--- src/verilog/pwmlk_pkg.sv ---
// Package for the PWM write guard, modulation clock and master duty block.
// Assumes a 16-bit register port with one-cycle strobes.
package pwmlk_pkg;
    localparam int          ADDR_W          = 4;
    localparam int          DATA_W          = 16;
    // Register offsets (word index on the register port)
    localparam logic [3:0]  OFF_KEY         = 4'h0;
    localparam logic [3:0]  OFF_OUTCTL      = 4'h1;
    localparam logic [3:0]  OFF_FLTCTL      = 4'h2;
    localparam logic [3:0]  OFF_MODCLK      = 4'h3;
    localparam logic [3:0]  OFF_MDC         = 4'h4;
    localparam logic [3:0]  OFF_STATUS      = 4'h5;
    // Unlock keys
    localparam logic [15:0] KEY_FIRST       = 16'hABCD;
    localparam logic [15:0] KEY_SECOND      = 16'h4321;
    // Modulation clock control fields
    localparam int          MODCLK_EN_BIT   = 15;
    localparam int          MODCLK_DIV_W    = 10;
    // Reset values
    localparam logic [15:0] RST_OUTCTL      = 16'h0000;
    localparam logic [15:0] RST_FLTCTL      = 16'h0000;
    localparam logic [15:0] RST_MODCLK      = 16'h0000;
    localparam logic [15:0] RST_MDC         = 16'h0000;
    // Status bit positions
    localparam int          ST_UNLOCKED     = 0;
    localparam int          ST_KEY1         = 1;
    localparam int          ST_GUARD        = 2;
    localparam int          ST_MODCLK       = 3;
    typedef enum logic [2:0] {
        LK_IDLE = 3'b001,
        LK_KEY1 = 3'b010,
        LK_OPEN = 3'b100
    } pwmlk_state_t;
endpackage

--- src/verilog/pwmlk_top.sv ---
// PWM write guard, modulation clock generator and master duty register.
// Assumes a register port master that never overlaps strobes, and a
// prescaled PWM clock tick supplied from outside.
//
// Added by the designer: the address-and-strobe port and the address map.
`timescale 1ns/1ps
`default_nettype none
module pwmlk_top
    import pwmlk_pkg::*;
(
    // Clock and reset
    input  wire logic              i_mclk,
    input  wire logic              i_resetn,
    // Configuration and prescaled PWM clock tick
    input  wire logic              i_guard_enable_config_bit,
    input  wire logic              i_pwm_prescale_tick,
    // Register port
    input  wire logic [ADDR_W-1:0] i_addr,
    input  wire logic [DATA_W-1:0] i_wdata,
    input  wire logic              i_wr,
    input  wire logic              i_rd,
    output logic      [DATA_W-1:0] o_rdata,
    // Block outputs
    output logic      [DATA_W-1:0] o_output_control_reg,
    output logic      [DATA_W-1:0] o_fault_control_reg,
    output logic      [DATA_W-1:0] o_master_duty_cycle,
    output logic                   o_modulation_clock,
    output logic                   o_unlocked
);
    pwmlk_state_t              lk_reg;
    pwmlk_state_t              lk_next;
    logic [DATA_W-1:0]         outctl_reg;
    logic [DATA_W-1:0]         fltctl_reg;
    logic [DATA_W-1:0]         mdc_reg;
    logic                      modclk_en_reg;
    logic [MODCLK_DIV_W-1:0]   modclk_div_reg;
    logic [MODCLK_DIV_W-1:0]   div_cnt_reg;
    logic [MODCLK_DIV_W-1:0]   div_cnt_next;
    logic                      modclk_out_reg;
    logic [DATA_W-1:0]         rdata_reg;

    wire access     = i_wr | i_rd;
    wire wr_key     = i_wr && (i_addr == OFF_KEY);
    wire wr_outctl  = i_wr && (i_addr == OFF_OUTCTL);
    wire wr_fltctl  = i_wr && (i_addr == OFF_FLTCTL);
    wire wr_guarded = wr_outctl | wr_fltctl;
    wire guard_on   = i_guard_enable_config_bit;
    // Guarded write passes only when unguarded or straight after the keys
    wire grant      = wr_guarded && (!guard_on || lk_reg == LK_OPEN);
    wire div_wrap   = (div_cnt_reg == modclk_div_reg);
    wire [DATA_W-1:0] modclk_view = {modclk_en_reg, 5'h00, modclk_div_reg};
    wire [DATA_W-1:0] status_view = {12'h000, modclk_out_reg, guard_on,
                                     lk_reg == LK_KEY1, lk_reg == LK_OPEN};

    // Unlock sequencer: any access other than the expected key or a repeated first key drops it
    always_comb
    begin
        lk_next = lk_reg;
        if (access)
        begin
            unique case (lk_reg)
                LK_IDLE: lk_next = (wr_key && i_wdata == KEY_FIRST) ? LK_KEY1 : LK_IDLE;
                LK_KEY1: lk_next = (wr_key && i_wdata == KEY_SECOND) ? LK_OPEN
                                 : (wr_key && i_wdata == KEY_FIRST) ? LK_KEY1 : LK_IDLE;
                LK_OPEN: lk_next = LK_IDLE;
            endcase
        end
    end

    always_ff @(posedge i_mclk or negedge i_resetn)
    begin
        if (!i_resetn)
            lk_reg <= LK_IDLE;
        else
            lk_reg <= lk_next;
    end

    // Guarded registers; refused writes leave them untouched
    always_ff @(posedge i_mclk or negedge i_resetn)
    begin
        if (!i_resetn)
        begin
            outctl_reg <= RST_OUTCTL;
            fltctl_reg <= RST_FLTCTL;
        end
        else if (grant)
        begin
            if (wr_outctl)
                outctl_reg <= i_wdata;
            if (wr_fltctl)
                fltctl_reg <= i_wdata;
        end
    end

    // Open registers
    always_ff @(posedge i_mclk or negedge i_resetn)
    begin
        if (!i_resetn)
        begin
            mdc_reg        <= RST_MDC;
            modclk_en_reg  <= RST_MODCLK[MODCLK_EN_BIT];
            modclk_div_reg <= RST_MODCLK[MODCLK_DIV_W-1:0];
        end
        else if (i_wr)
        begin
            if (i_addr == OFF_MDC)
                mdc_reg <= i_wdata;
            if (i_addr == OFF_MODCLK)
            begin
                modclk_en_reg  <= i_wdata[MODCLK_EN_BIT];
                modclk_div_reg <= i_wdata[MODCLK_DIV_W-1:0];
            end
        end
    end

    // Divider counts prescaled ticks; output toggles each divider+1 ticks,
    // so one full period spans 2*(div+1) ticks
    assign div_cnt_next = div_wrap ? '0 : div_cnt_reg + 1'b1;
    always_ff @(posedge i_mclk or negedge i_resetn)
    begin
        if (!i_resetn)
        begin
            div_cnt_reg    <= '0;
            modclk_out_reg <= 1'b0;
        end
        else if (!modclk_en_reg)
        begin
            div_cnt_reg    <= '0;
            modclk_out_reg <= 1'b0;
        end
        else if (i_pwm_prescale_tick)
        begin
            div_cnt_reg <= div_cnt_next;
            if (div_wrap)
                modclk_out_reg <= ~modclk_out_reg;
        end
    end

    // Read data valid the cycle after the strobe only
    always_ff @(posedge i_mclk or negedge i_resetn)
    begin
        if (!i_resetn)
            rdata_reg <= '0;
        else if (i_rd)
        begin
            unique case (i_addr)
                OFF_OUTCTL: rdata_reg <= outctl_reg;
                OFF_FLTCTL: rdata_reg <= fltctl_reg;
                OFF_MODCLK: rdata_reg <= modclk_view;
                OFF_MDC:    rdata_reg <= mdc_reg;
                OFF_STATUS: rdata_reg <= status_view;
                default:    rdata_reg <= '0;
            endcase
        end
        else
            rdata_reg <= '0;
    end

    assign o_rdata              = rdata_reg;
    assign o_output_control_reg = outctl_reg;
    assign o_fault_control_reg  = fltctl_reg;
    assign o_master_duty_cycle  = mdc_reg;
    assign o_modulation_clock   = modclk_out_reg;
    assign o_unlocked           = (lk_reg == LK_OPEN);

    property p_refused_write;
        @(posedge i_mclk) disable iff (!i_resetn)
        (wr_outctl && guard_on && lk_reg != LK_OPEN) |=> $stable(outctl_reg);
    endproperty
    a_refused_write: assert property (p_refused_write) else $error("guarded write accepted while locked");

    property p_unguarded;
        @(posedge i_mclk) disable iff (!i_resetn)
        (wr_fltctl && !guard_on) |=> (fltctl_reg == $past(i_wdata));
    endproperty
    a_unguarded: assert property (p_unguarded) else $error("unguarded write not taken");

    property p_key_seq;
        @(posedge i_mclk) disable iff (!i_resetn)
        (lk_reg == LK_KEY1 && wr_key && i_wdata == KEY_SECOND) |=> (lk_reg == LK_OPEN);
    endproperty
    a_key_seq: assert property (p_key_seq) else $error("key pair did not unlock");

    property p_granted;
        @(posedge i_mclk) disable iff (!i_resetn)
        (lk_reg == LK_OPEN && wr_outctl) |=> (outctl_reg == $past(i_wdata));
    endproperty
    a_granted: assert property (p_granted) else $error("unlocked write lost");

    property p_one_shot;
        @(posedge i_mclk) disable iff (!i_resetn)
        (lk_reg == LK_OPEN && access) |=> (lk_reg == LK_IDLE);
    endproperty
    a_one_shot: assert property (p_one_shot) else $error("unlock survived an access");

    property p_break;
        @(posedge i_mclk) disable iff (!i_resetn)
        (lk_reg == LK_KEY1 && access && !(wr_key && (i_wdata == KEY_FIRST || i_wdata == KEY_SECOND)))
        |=> (lk_reg == LK_IDLE);
    endproperty
    a_break: assert property (p_break) else $error("broken sequence still granted");

    property p_mod_read;
        @(posedge i_mclk) disable iff (!i_resetn)
        (i_rd && i_addr == OFF_MODCLK) |=> (o_rdata[14:10] == 5'h00 && o_rdata[15] == modclk_en_reg);
    endproperty
    a_mod_read: assert property (p_mod_read) else $error("modulation clock read wrong");

    property p_mod_stop;
        @(posedge i_mclk) disable iff (!i_resetn)
        !modclk_en_reg |=> (!o_modulation_clock && div_cnt_reg == '0);
    endproperty
    a_mod_stop: assert property (p_mod_stop) else $error("modulation clock ran while off");

    property p_mdc;
        @(posedge i_mclk) disable iff (!i_resetn)
        (i_wr && i_addr == OFF_MDC) |=> (o_master_duty_cycle == $past(i_wdata));
    endproperty
    a_mdc: assert property (p_mdc) else $error("master duty readback wrong");
endmodule
`default_nettype wire

--- config.mk ---
export PLATFORM = sky130hd
export DESIGN_NAME = pwmlk_top
export DESIGN_NICKNAME = d
export VERILOG_FILES = /design/src/verilog/pwmlk_pkg.sv /design/src/verilog/pwmlk_top.sv
export SDC_FILE = /design/constraint.sdc
export NUM_CORES = 1
export LEC_CHECK = 0
export BUFFER_PORTS_ARGS = -buffer_cell sky130_fd_sc_hd__buf_2
export CORE_MARGIN = 8
export CORE_UTILIZATION = 55
export CTS_CLUSTER_SIZE = 30
export DETAILED_ROUTE_END_ITERATION = 16
export GPL_TIMING_DRIVEN = 0
export PLACE_DENSITY_LB_ADDON = 0.2
export SLEW_MARGIN = 40
export SYNTH_ARGS = -nofsm -noshare
export SYNTH_HDL_FRONTEND = slang
export SYNTH_SLANG_ARGS = --single-unit
export TNS_END_PERCENT = 50
--- constraint.sdc ---
create_clock -name i_mclk -period 4.47 [get_ports i_mclk]
set_input_delay 0.447 -clock i_mclk [delete_from_list [all_inputs] [get_ports i_mclk]]
set_output_delay 0.447 -clock i_mclk [all_outputs]
set_load 0.02 [all_outputs]
==> results of run 1 <==
-- logic make-up after synthesis --
logic type	share of synthesized area, %
flip-flops	55.5
AND/OR/NAND/NOR	11.9
multiplexers	18.7
AO/OA/AOI/OAI	8.25
buffers and inverters	2.12
XOR/XNOR	3.27
adder cells (fa/ha/maj)	0.311
-- per-layer routing --
layer / vias up / GRT usage, % / share of wire, %
met3: 14 / 4.95 / 8.4
met2: 130 / 32.9 / 46
met1: 1517 / 29.4 / 44
met5: - / 0 / 0
met4: 0 / 8.59 / 1.7
li1: 1344 / - / -
-- power by group through the flow --
stage	Combinational, mW	Clock, mW	Sequential (mW)
finish	0.496	0.669	1.03
global route	0.532	0.714	1.05
CTS	0.500	0.680	1.03
detailed placement	0.496	0	1.04
global placement	0.482	0	1.04
floorplan	0.194	0	1.14
-- through the flow --
step	setup WS, ps	power (mW)	cell area (um2)
finish	2560	2.19	4890
global route	2520	2.29	4890
CTS	2550	2.21	4880
detailed placement	2330	1.54	4630
global placement	2210	1.52	4590
floorplan	2780	1.33	4020
-- cell usage after synthesis (5+ instances only) --
cell	count
xnor2_1	12
a222oi_1	14
nand2_1	17
mux2_2	39
nand3_1	5
a22oi_1	6
mux2_4	20
nand4b_1	5
nor2_1	14
a21oi_1	12
dfrtp_1	88
buf_2	8
nor3_1	5
-- final cells by class --
cell class,count,area [um2],area share [%]
clock buffers,9,124,2.53
plain buffers,13,73.8,1.51
flip-flops and latches,89,2230,45.6
multi-input cells,198,1710,35.0
well taps,99,124,2.53
clock inverters,7,124,2.53
inverters,3,11.3,0.230
repair buffers,92,494,10.1
-- cells in the final DEF, fill, tap and decap left out, types with 3 or more instances in the layout --
cell type   n
clkbuf_8    9
clkbuf_1    3
or3_1       3
a222oi_1   14
nand2b_1    4
nand3_1     5
buf_6       3
nand4b_1    5
buf_2      97
a22oi_1     6
nor4_1      4
mux2_2     39
xnor2_1    12
nand2_1    17
dfrtp_1    88
a21oi_1    12
nand4_1     4
nor3_1      5
nand3b_1    3
xor2_1      3
mux2_4     20
bufinv_16   3
nor2_1     14
-- path summary, 6_finish.rpt --
kind | to | cells past startpoint | start | slack, ps
worst max-delay path | o_unlocked | 3 | lk_reg[1] | 2560
max in group asynchronous | lk_reg[0] | 3 | i_resetn | 3320
worst max register to register | o_fault_control_reg[8] | 5 | lk_reg[1] | 2620
min in group asynchronous | o_rdata[10] | 2 | i_resetn | 510
worst min-delay path | div_cnt_reg[1] | 2 | i_pwm_prescale_tick | 370
worst min register to register | lk_reg[2] | 1 | lk_reg[2] | 510
-- critical path, stage by stage, from the launching register on --
cell,delay [ps]
dfrtp_1,400
or3b_4,440
inv_1,100
buf_2,170
==> flow_metrics.py, run 1 <==
metrics = {
    "clocking": {
        "cts_made_buffers": 9,
        "cts_sinks": 89,
        "clock_path_buffers": 2,
        "insertion_delay_ps": 360,
        "cts_setup_buffers": 0,
        "htree_num_levels": 3,
        "root_buffer": "clkbuf_8",
        "path_clk_slew_ps": 90,
        "cts_resized": 0,
        "cts_tree": "done",
        "ctsHoldBuffers": 1,
    },
    "sta": {
        "min_period_ps": 1910,
        "slew_headroom_pct": 52.0,
        "tns_ps": 0,
        "rsz0062_at_grt": "no",
        "skew_ps": 7.61,
        "hold_ws_ps": 371,
        "clock.fmax_mhz": 524,
        "hold_viol": 0,
        "min_period_over_period_pct": 42.7,
        "drv_slew": 0,
        "max_slew.worst_pin.slew_ps": 717,
        "setup_viol": 0,
    },
    "yosys": {
        "syn_inst": 303,
        "ys_ff_latch": 89,
        "synth_edf_count": 0,
        "synthTopCellsByArea": "dfrtp_1 55%, mux2_2 11%, mux2_4 7.5%",
        "synth_area_per_cell_um2": 13.3,
        "yosysSeqAreaShare_pct": 55.5,
        "syn_area_um2": 4020,
        "yosysWarningCount": 0,
        "yosysTopAreaCell": "dfrtp_1",
        "ys_types": 45,
        "synthFlopType": "dfrtp_1",
        "async_flop_share_pct": 100,
        "yosysTopAreaCellShare_pct": 54.8,
        "syn-num-nets": 330,
    },
    "global_route": {
        "grt.overflow.total": 0,
        "antenna_found_initial": 0,
        "grt_pass1_wl_um": 17000,
        "grt_max_degree": 62,
        "grt_usage_pct": 21.7,
        "grt_pass1_vias": 3230,
    },
    "run_status": {
        "outcome": "completed",
    },
    "route": {
        "drt_wl_total_um": 10500,
        "wl_per_cell_um": 20.6,
        "drt_iter0_markers": 183,
        "drtAntennaViolNets": 0,
        "dr.pass1.iters": 6,
        "drc": 0,
        "vias_per_cell": 5.89,
        "vias": 3005,
    },
    "die": {
        "start_util_pct": 56.0,
        "die_area_um2": 10300,
        "core-area_um2": 7180,
        "std_cell_rows": 31,
        "ioPinCount": 92,
        "die_h_um": 101,
        "die_x_um": 101,
    },
    "min_path": {
        "min_path_type": "input port to flop",
    },
    "job": {
        "cap_viol_max_count": 0,
    },
    "power_and_ir_drop": {
        "sequentialPowerShare_pct": 46.9,
        "power_frac_comb_pct": 22.6,
        "cellLeakagePower_nw": 2.38,
        "swShare_pct": 30.8,
        "powerDensity_nw_per_um2": 449,
        "intPower_mw": 1.52,
        "peakVddDrop_mv": 0.236,
        "p_switching_uw": 675,
        "power_frac_clock_pct": 30.5,
    },
    "critical_path": {
        "crit_type": "flop to primary output",
        "worstSetupStartpointType": "flop",
        "cp_max_fo": 3,
        "worstPathArrival_ps": 1460,
        "cp.required_ps": 4020,
        "critPathCaptureType": "primary output",
    },
    "placement": {
        "place_congestion": 0.849,
        "port_buffers": 90,
        "hpwl_um": 7530,
        "dp.cells": 493,
    },
    "finish": {
        "syn2layout_area_growth_pct": 21.7,
        "nFillCells": 563,
        "drive_gt1_share_pct": 45.3,
        "fin_cells": 510,
        "nNetsFinal": 433,
        "utilization_pct": 68.1,
        "num_antenna_cells": 0,
    },
}
Power figures use the tool's default switching activity.
==> inputs of run 2 (changes only) <==
CORE_UTILIZATION = 48   (was 55)
clock period = 1.75 ns   (was 4.47 ns; I/O delays follow)
==> run 2 against run 1 <==
Against the previous run: the flow now finishes with violations (negative setup slack); core utilization shrank 6.4 points; flip-flop and latch count is the same; clock power grew 120%; first-iteration DRC count grew 27%; critical path depth grew 3; critical endpoint is now o_fault_control_reg[8]; largest cell class unchanged.
==> flow_metrics.py, run 2 (synthesis results as in run 1) <==
metrics = {
    "sta": {
        "rsz0062_at_grt": "yes",
        "skew_ps": 16.4,
        "tns_ps": -353,
        "setup_viol": 20,
        "slew_headroom_pct": 44.2,
        "layout_setup_ws_ps": -25.9,
        "drv_slew": 0,
        "min_period_ps": 1780,
        "clock.fmax_mhz": 563,
        "hold_ws_ps": 96.5,
        "hold_viol": 0,
        "min_period_over_period_pct": 101,
        "max_slew.worst_pin.slew_ps": 833,
    },
    "die": {
        "core-area_um2": 8180,
        "die_x_um": 107,
        "die_h_um": 107,
        "ioPinCount": 92,
        "start_util_pct": 49.1,
        "die_area_um2": 11600,
        "std_cell_rows": 33,
    },
    "critical_path": {
        "rrSetupSlack_ps": -30,
        "critPathCaptureType": "flop",
        "crit_type": "flop to flop",
        "worstSetupStartpointType": "flop",
        "worstPathArrival_ps": 2030,
        "cp.required_ps": 2000,
        "cp_max_fo": 5,
    },
    "route": {
        "drt_wl_total_um": 11100,
        "dr.pass1.iters": 8,
        "drt_iter0_markers": 232,
        "drc": 0,
        "vias": 3123,
        "vias_per_cell": 5.90,
        "drtAntennaViolNets": 0,
        "wl_per_cell_um": 21.0,
    },
    "finish": {
        "nFillCells": 652,
        "final_cell_mix": "97 x buf_2, 88 x dfrtp_1, 39 x mux2_2",
        "syn2layout_area_growth_pct": 25.7,
        "fin_area_um2": 5050,
        "drive_gt1_share_pct": 46.9,
        "fin_cells": 529,
        "final_common_cell": "buf_2",
        "num_antenna_cells": 0,
        "utilization_pct": 61.8,
        "nNetsFinal": 446,
    },
    "placement": {
        "port_buffers": 90,
        "hpwl_um": 7850,
        "placed_area_um2": 4630,
        "place_congestion": 0.866,
        "dp.cells": 499,
        "pre_cts_ws_ps": -140,
    },
    "clocking": {
        "clock_path_buffers": 2,
        "insertion_delay_ps": 360,
        "cts_tree": "done",
        "htree_num_levels": 3,
        "cts_sinks": 89,
        "root_buffer": "clkbuf_8",
        "cts_made_buffers": 9,
        "path_clk_slew_ps": 100,
    },
    "min_path": {
        "min_path_type": "input port to flop",
    },
    "job": {
        "cap_viol_max_count": 0,
    },
    "global_route": {
        "grt_pass1_wl_um": 17300,
        "antenna_found_initial": 0,
        "grt_pass1_vias": 3099,
        "grt_max_degree": 61,
        "grt.overflow.total": 0,
        "grt_usage_pct": 19.4,
    },
    "power_and_ir_drop": {
        "sequentialPowerShare_pct": 48.9,
        "cellLeakagePower_nw": 2.44,
        "peakVddDrop_mv": 0.612,
        "power_frac_clock_pct": 27.2,
        "swShare_pct": 33.1,
        "intPower_mw": 3.60,
        "p_switching_mw": 1.79,
        "p_total_mw": 5.39,
        "powerDensity_nw_per_um2": 1070,
        "power_frac_comb_pct": 24.0,
    },
    "run_status": {
        "violations": "negative setup slack",
        "outcome": "finished with violations",
    },
}
run 2: cell types whose count changed in the layout (fill, tap and decap cells not counted), sizes merged:
cell and delta:
buf +12, bufinv -2, clkbuf +1, clkinv +2, clkinvlp -1, inv +1
run 2: worst max-delay path, cell delays in order (launching register included):
cell and delay [ps]:
dfstp_2 380, or3b_4 410, a21boi_4 180, buf_6 140, nand2_8 80, buf_12 200, mux2_4 290
run 2: power by group through the flow:
stage	combinational [mW]	clock [mW]	sequential (mW)
finish	1.29	1.46	2.63
detailed placement	1.27	0	2.66
CTS	1.29	1.48	2.63
global route	1.38	1.57	2.68
floorplan	0.495	0	2.90
global placement	1.24	0	2.66
run 2: area by class of cell:
type | count | area [um2] | area share, %
well taps | 105 | 131 | 2.60
repair buffers | 105 | 653 | 12.9
flip-flops and latches | 89 | 2230 | 44.1
inverters | 3 | 11.3 | 0.223
multi-input cells | 198 | 1740 | 34.4
plain buffers | 13 | 91.3 | 1.81
clock inverters | 7 | 75.1 | 1.49
clock buffers | 9 | 124 | 2.45
run 2: path summary, 6_finish.rpt:
| check | startpoint | endpoint | depth (start not counted) |
|---|---|---|---|
| min in group asynchronous | i_resetn | o_output_control_reg[14] | 2 |
| hold / removal | i_pwm_prescale_tick | div_cnt_reg[0] | 2 |
| max in group asynchronous | i_resetn | lk_reg[0] | 3 |
| setup reg to reg | lk_reg[0] | o_fault_control_reg[8] | 6 |
| setup / recovery | lk_reg[0] | o_fault_control_reg[8] | 6 |
| hold reg to reg | o_output_control_reg[1] | o_output_control_reg[1] | 1 |
run 2: what timing repair did:
item / in CTS / in global routing
setup buffers: 7 / 4
pin swaps: 1 / 1
gates cloned: 1 / 1
setup endpoints to repair: 27 / 33
hold buffers: 1 / 0
resized for setup: 9 / 3
endpoints found under the hold margin: 29 / 0
run 2: per-layer routing:
| metal | up-vias | global-route usage, % | wire length, um |
|---|---|---|---|
| met1 | 1589 | 27.2 | 4990 |
| li1 | 1366 | - | - |
| met5 | - | 0 | 0 |
| met3 | 10 | 4.43 | 912 |
| met2 | 158 | 29.3 | 5090 |
| met4 | 0 | 5.25 | 109 |
==> inputs of run 3 (changes only) <==
BUFFER_PORTS_ARGS = -buffer_cell sky130_fd_sc_hd__clkbuf_2   (was -buffer_cell sky130_fd_sc_hd__buf_2)
==> run 3 against run 2 <==
Against the previous run: register-to-register slack worse by 20 ps; largest cell class unchanged; core utilization down 0.17 points; flip-flop and latch count unchanged; clock skew down 6.0 ps; setup slack worse by 23 ps; the run still ends with negative setup slack left; via count down 0.99%; critical path depth down 1; highest routed layer unchanged; wire length up 2.0%; die area unchanged; non-clock buffer count down 3; combinational power about the same; final area down 0.27%.
==> flow_metrics.py, run 3 (synthesis results as in run 1) <==
metrics = {
    "power_and_ir_drop": {
        "peakVddDrop_mv": 0.577,
        "p_total_mw": 5.69,
        "powerDensity_nw_per_um2": 1130,
        "cellLeakagePower_nw": 2.43,
    },
    "sta": {
        "setup_viol": 23,
        "hold_viol": 0,
        "skew_ps": 10.4,
        "slew_headroom_pct": 50.0,
        "tns_ps": -522,
        "drv_slew": 0,
        "clock.fmax_mhz": 556,
        "max_slew.worst_pin.slew_ps": 747,
        "min_period_over_period_pct": 103,
        "rsz0062_at_grt": "yes",
        "layout_setup_ws_ps": -49.0,
        "min_period_ps": 1800,
        "hold_ws_ps": 102,
    },
    "route": {
        "m1WireLength_um": 4910,
        "vias": 3092,
        "top_layer": "met4",
        "vias_per_cell": 5.88,
        "met2_length_um": 5360,
        "drtAntennaViolNets": 0,
        "dr.pass1.iters": 7,
        "drt_iter0_markers": 226,
        "wl_per_cell_um": 21.5,
        "drt_wl_total_um": 11300,
        "wl_met3_um": 887,
        "drc": 0,
    },
    "die": {
        "std_cell_rows": 33,
        "start_util_pct": 49.1,
        "core-area_um2": 8180,
        "die_x_um": 107,
        "ioPinCount": 92,
        "die_h_um": 107,
        "die_area_um2": 11600,
    },
    "clocking": {
        "cts_made_buffers": 9,
        "root_buffer": "clkbuf_8",
        "insertion_delay_ps": 360,
        "clock_path_buffers": 2,
        "htree_num_levels": 3,
        "cts_sinks": 89,
        "cts_tree": "done",
        "path_clk_slew_ps": 90,
    },
    "finish": {
        "num_antenna_cells": 0,
        "syn2layout_area_growth_pct": 25.4,
        "fin_cells": 526,
        "final_common_cell": "clkbuf_2",
        "nNetsFinal": 443,
        "final_cell_mix": "89 x clkbuf_2, 88 x dfrtp_1, 39 x mux2_2",
        "drive_gt1_share_pct": 46.6,
    },
    "min_path": {
        "min_delay_path_depth": 2,
        "min_path_type": "input port to flop",
    },
    "critical_path": {
        "worstSetupStartpointType": "flop",
        "crit_type": "flop to flop",
        "cp.required_ps": 1990,
        "worstPathArrival_ps": 2040,
        "cp_max_fo": 5,
        "reg2reg_depth": 5,
        "critPathCaptureType": "flop",
    },
    "job": {
        "cap_viol_max_count": 0,
    },
    "placement": {
        "hpwl_um": 7920,
        "dp.cells": 499,
        "place_congestion": 0.867,
        "port_buffers": 90,
    },
    "run_status": {
        "outcome": "finished with violations",
        "violations": "negative setup slack",
    },
    "global_route": {
        "grt_usage_pct": 19.5,
        "antenna_found_initial": 0,
        "grt_max_degree": 47,
        "grt.overflow.total": 0,
        "grt_pass1_wl_um": 17500,
        "grt_pass1_vias": 3234,
    },
}
run 3: what timing repair did:
| action | 4_1_cts | 5_1_grt |
|---|---|---|
| hold buffers | 1 | 0 |
| setup endpoints to repair | 27 | 27 |
| resized for setup | 5 | 1 |
| pin swaps | 1 | 2 |
| cloned | 0 | 2 |
| endpoints found under the hold margin | 42 | 0 |
| setup buffers | 0 | 8 |
run 3: critical path, stage by stage, from the launching register on:
cell and delay [ps]:
dfrtp_1 390, or3b_4 430, a21boi_4 220, nand2_4 130
buf_12 220, mux2_4 300
run 3: per-layer routing:
metal / global-route usage, % / vias up
li1: - / 1353
met3: 5.63 / 14
met2: 30.8 / 141
met1: 25.6 / 1584
met4: 5.15 / 0
met5: 0 / -
run 3: where the power goes:
group          internal [mW]  switching, mW
combinational          0.557          0.722
sequential              2.36          0.288
clock                  0.967          0.790
run 3: area by class of cell:
| cell class | instances | area (um2) |
|---|---|---|
| multi-input combinational | 198 | 1720 |
| fill | 641 | 3140 |
| clock inverter | 7 | 125 |
| tap | 105 | 131 |
| clock buffer | 9 | 124 |
| sequential | 89 | 2230 |
| buffer | 13 | 91.3 |
| timing repair buffer | 102 | 607 |
| inverter | 3 | 11.3 |
run 3: worst paths after layout:
kind                                     start                      end  slack (ps)
setup reg to reg                     lk_reg[1]  o_fault_control_reg[14]         -50
min in group asynchronous             i_resetn  o_fault_control_reg[14]         300
setup / recovery                     lk_reg[1]  o_fault_control_reg[14]         -50
max in group asynchronous             i_resetn              o_rdata[15]         910
hold reg to reg                      lk_reg[2]                lk_reg[2]         520
hold / removal             i_pwm_prescale_tick           div_cnt_reg[1]         100
run 3: through the flow:
step | utilization (%) | setup WS, ps | cell area, um2
final | 61.6 | -49.0 | 5040
after global routing | 61.6 | -100 | 5040
after CTS | 60.1 | -91.7 | 4920
after detailed placement | 56.7 | -167 | 4640
after global placement | 56.3 | -496 | 4600
after floorplan | - | 58.4 | 4020
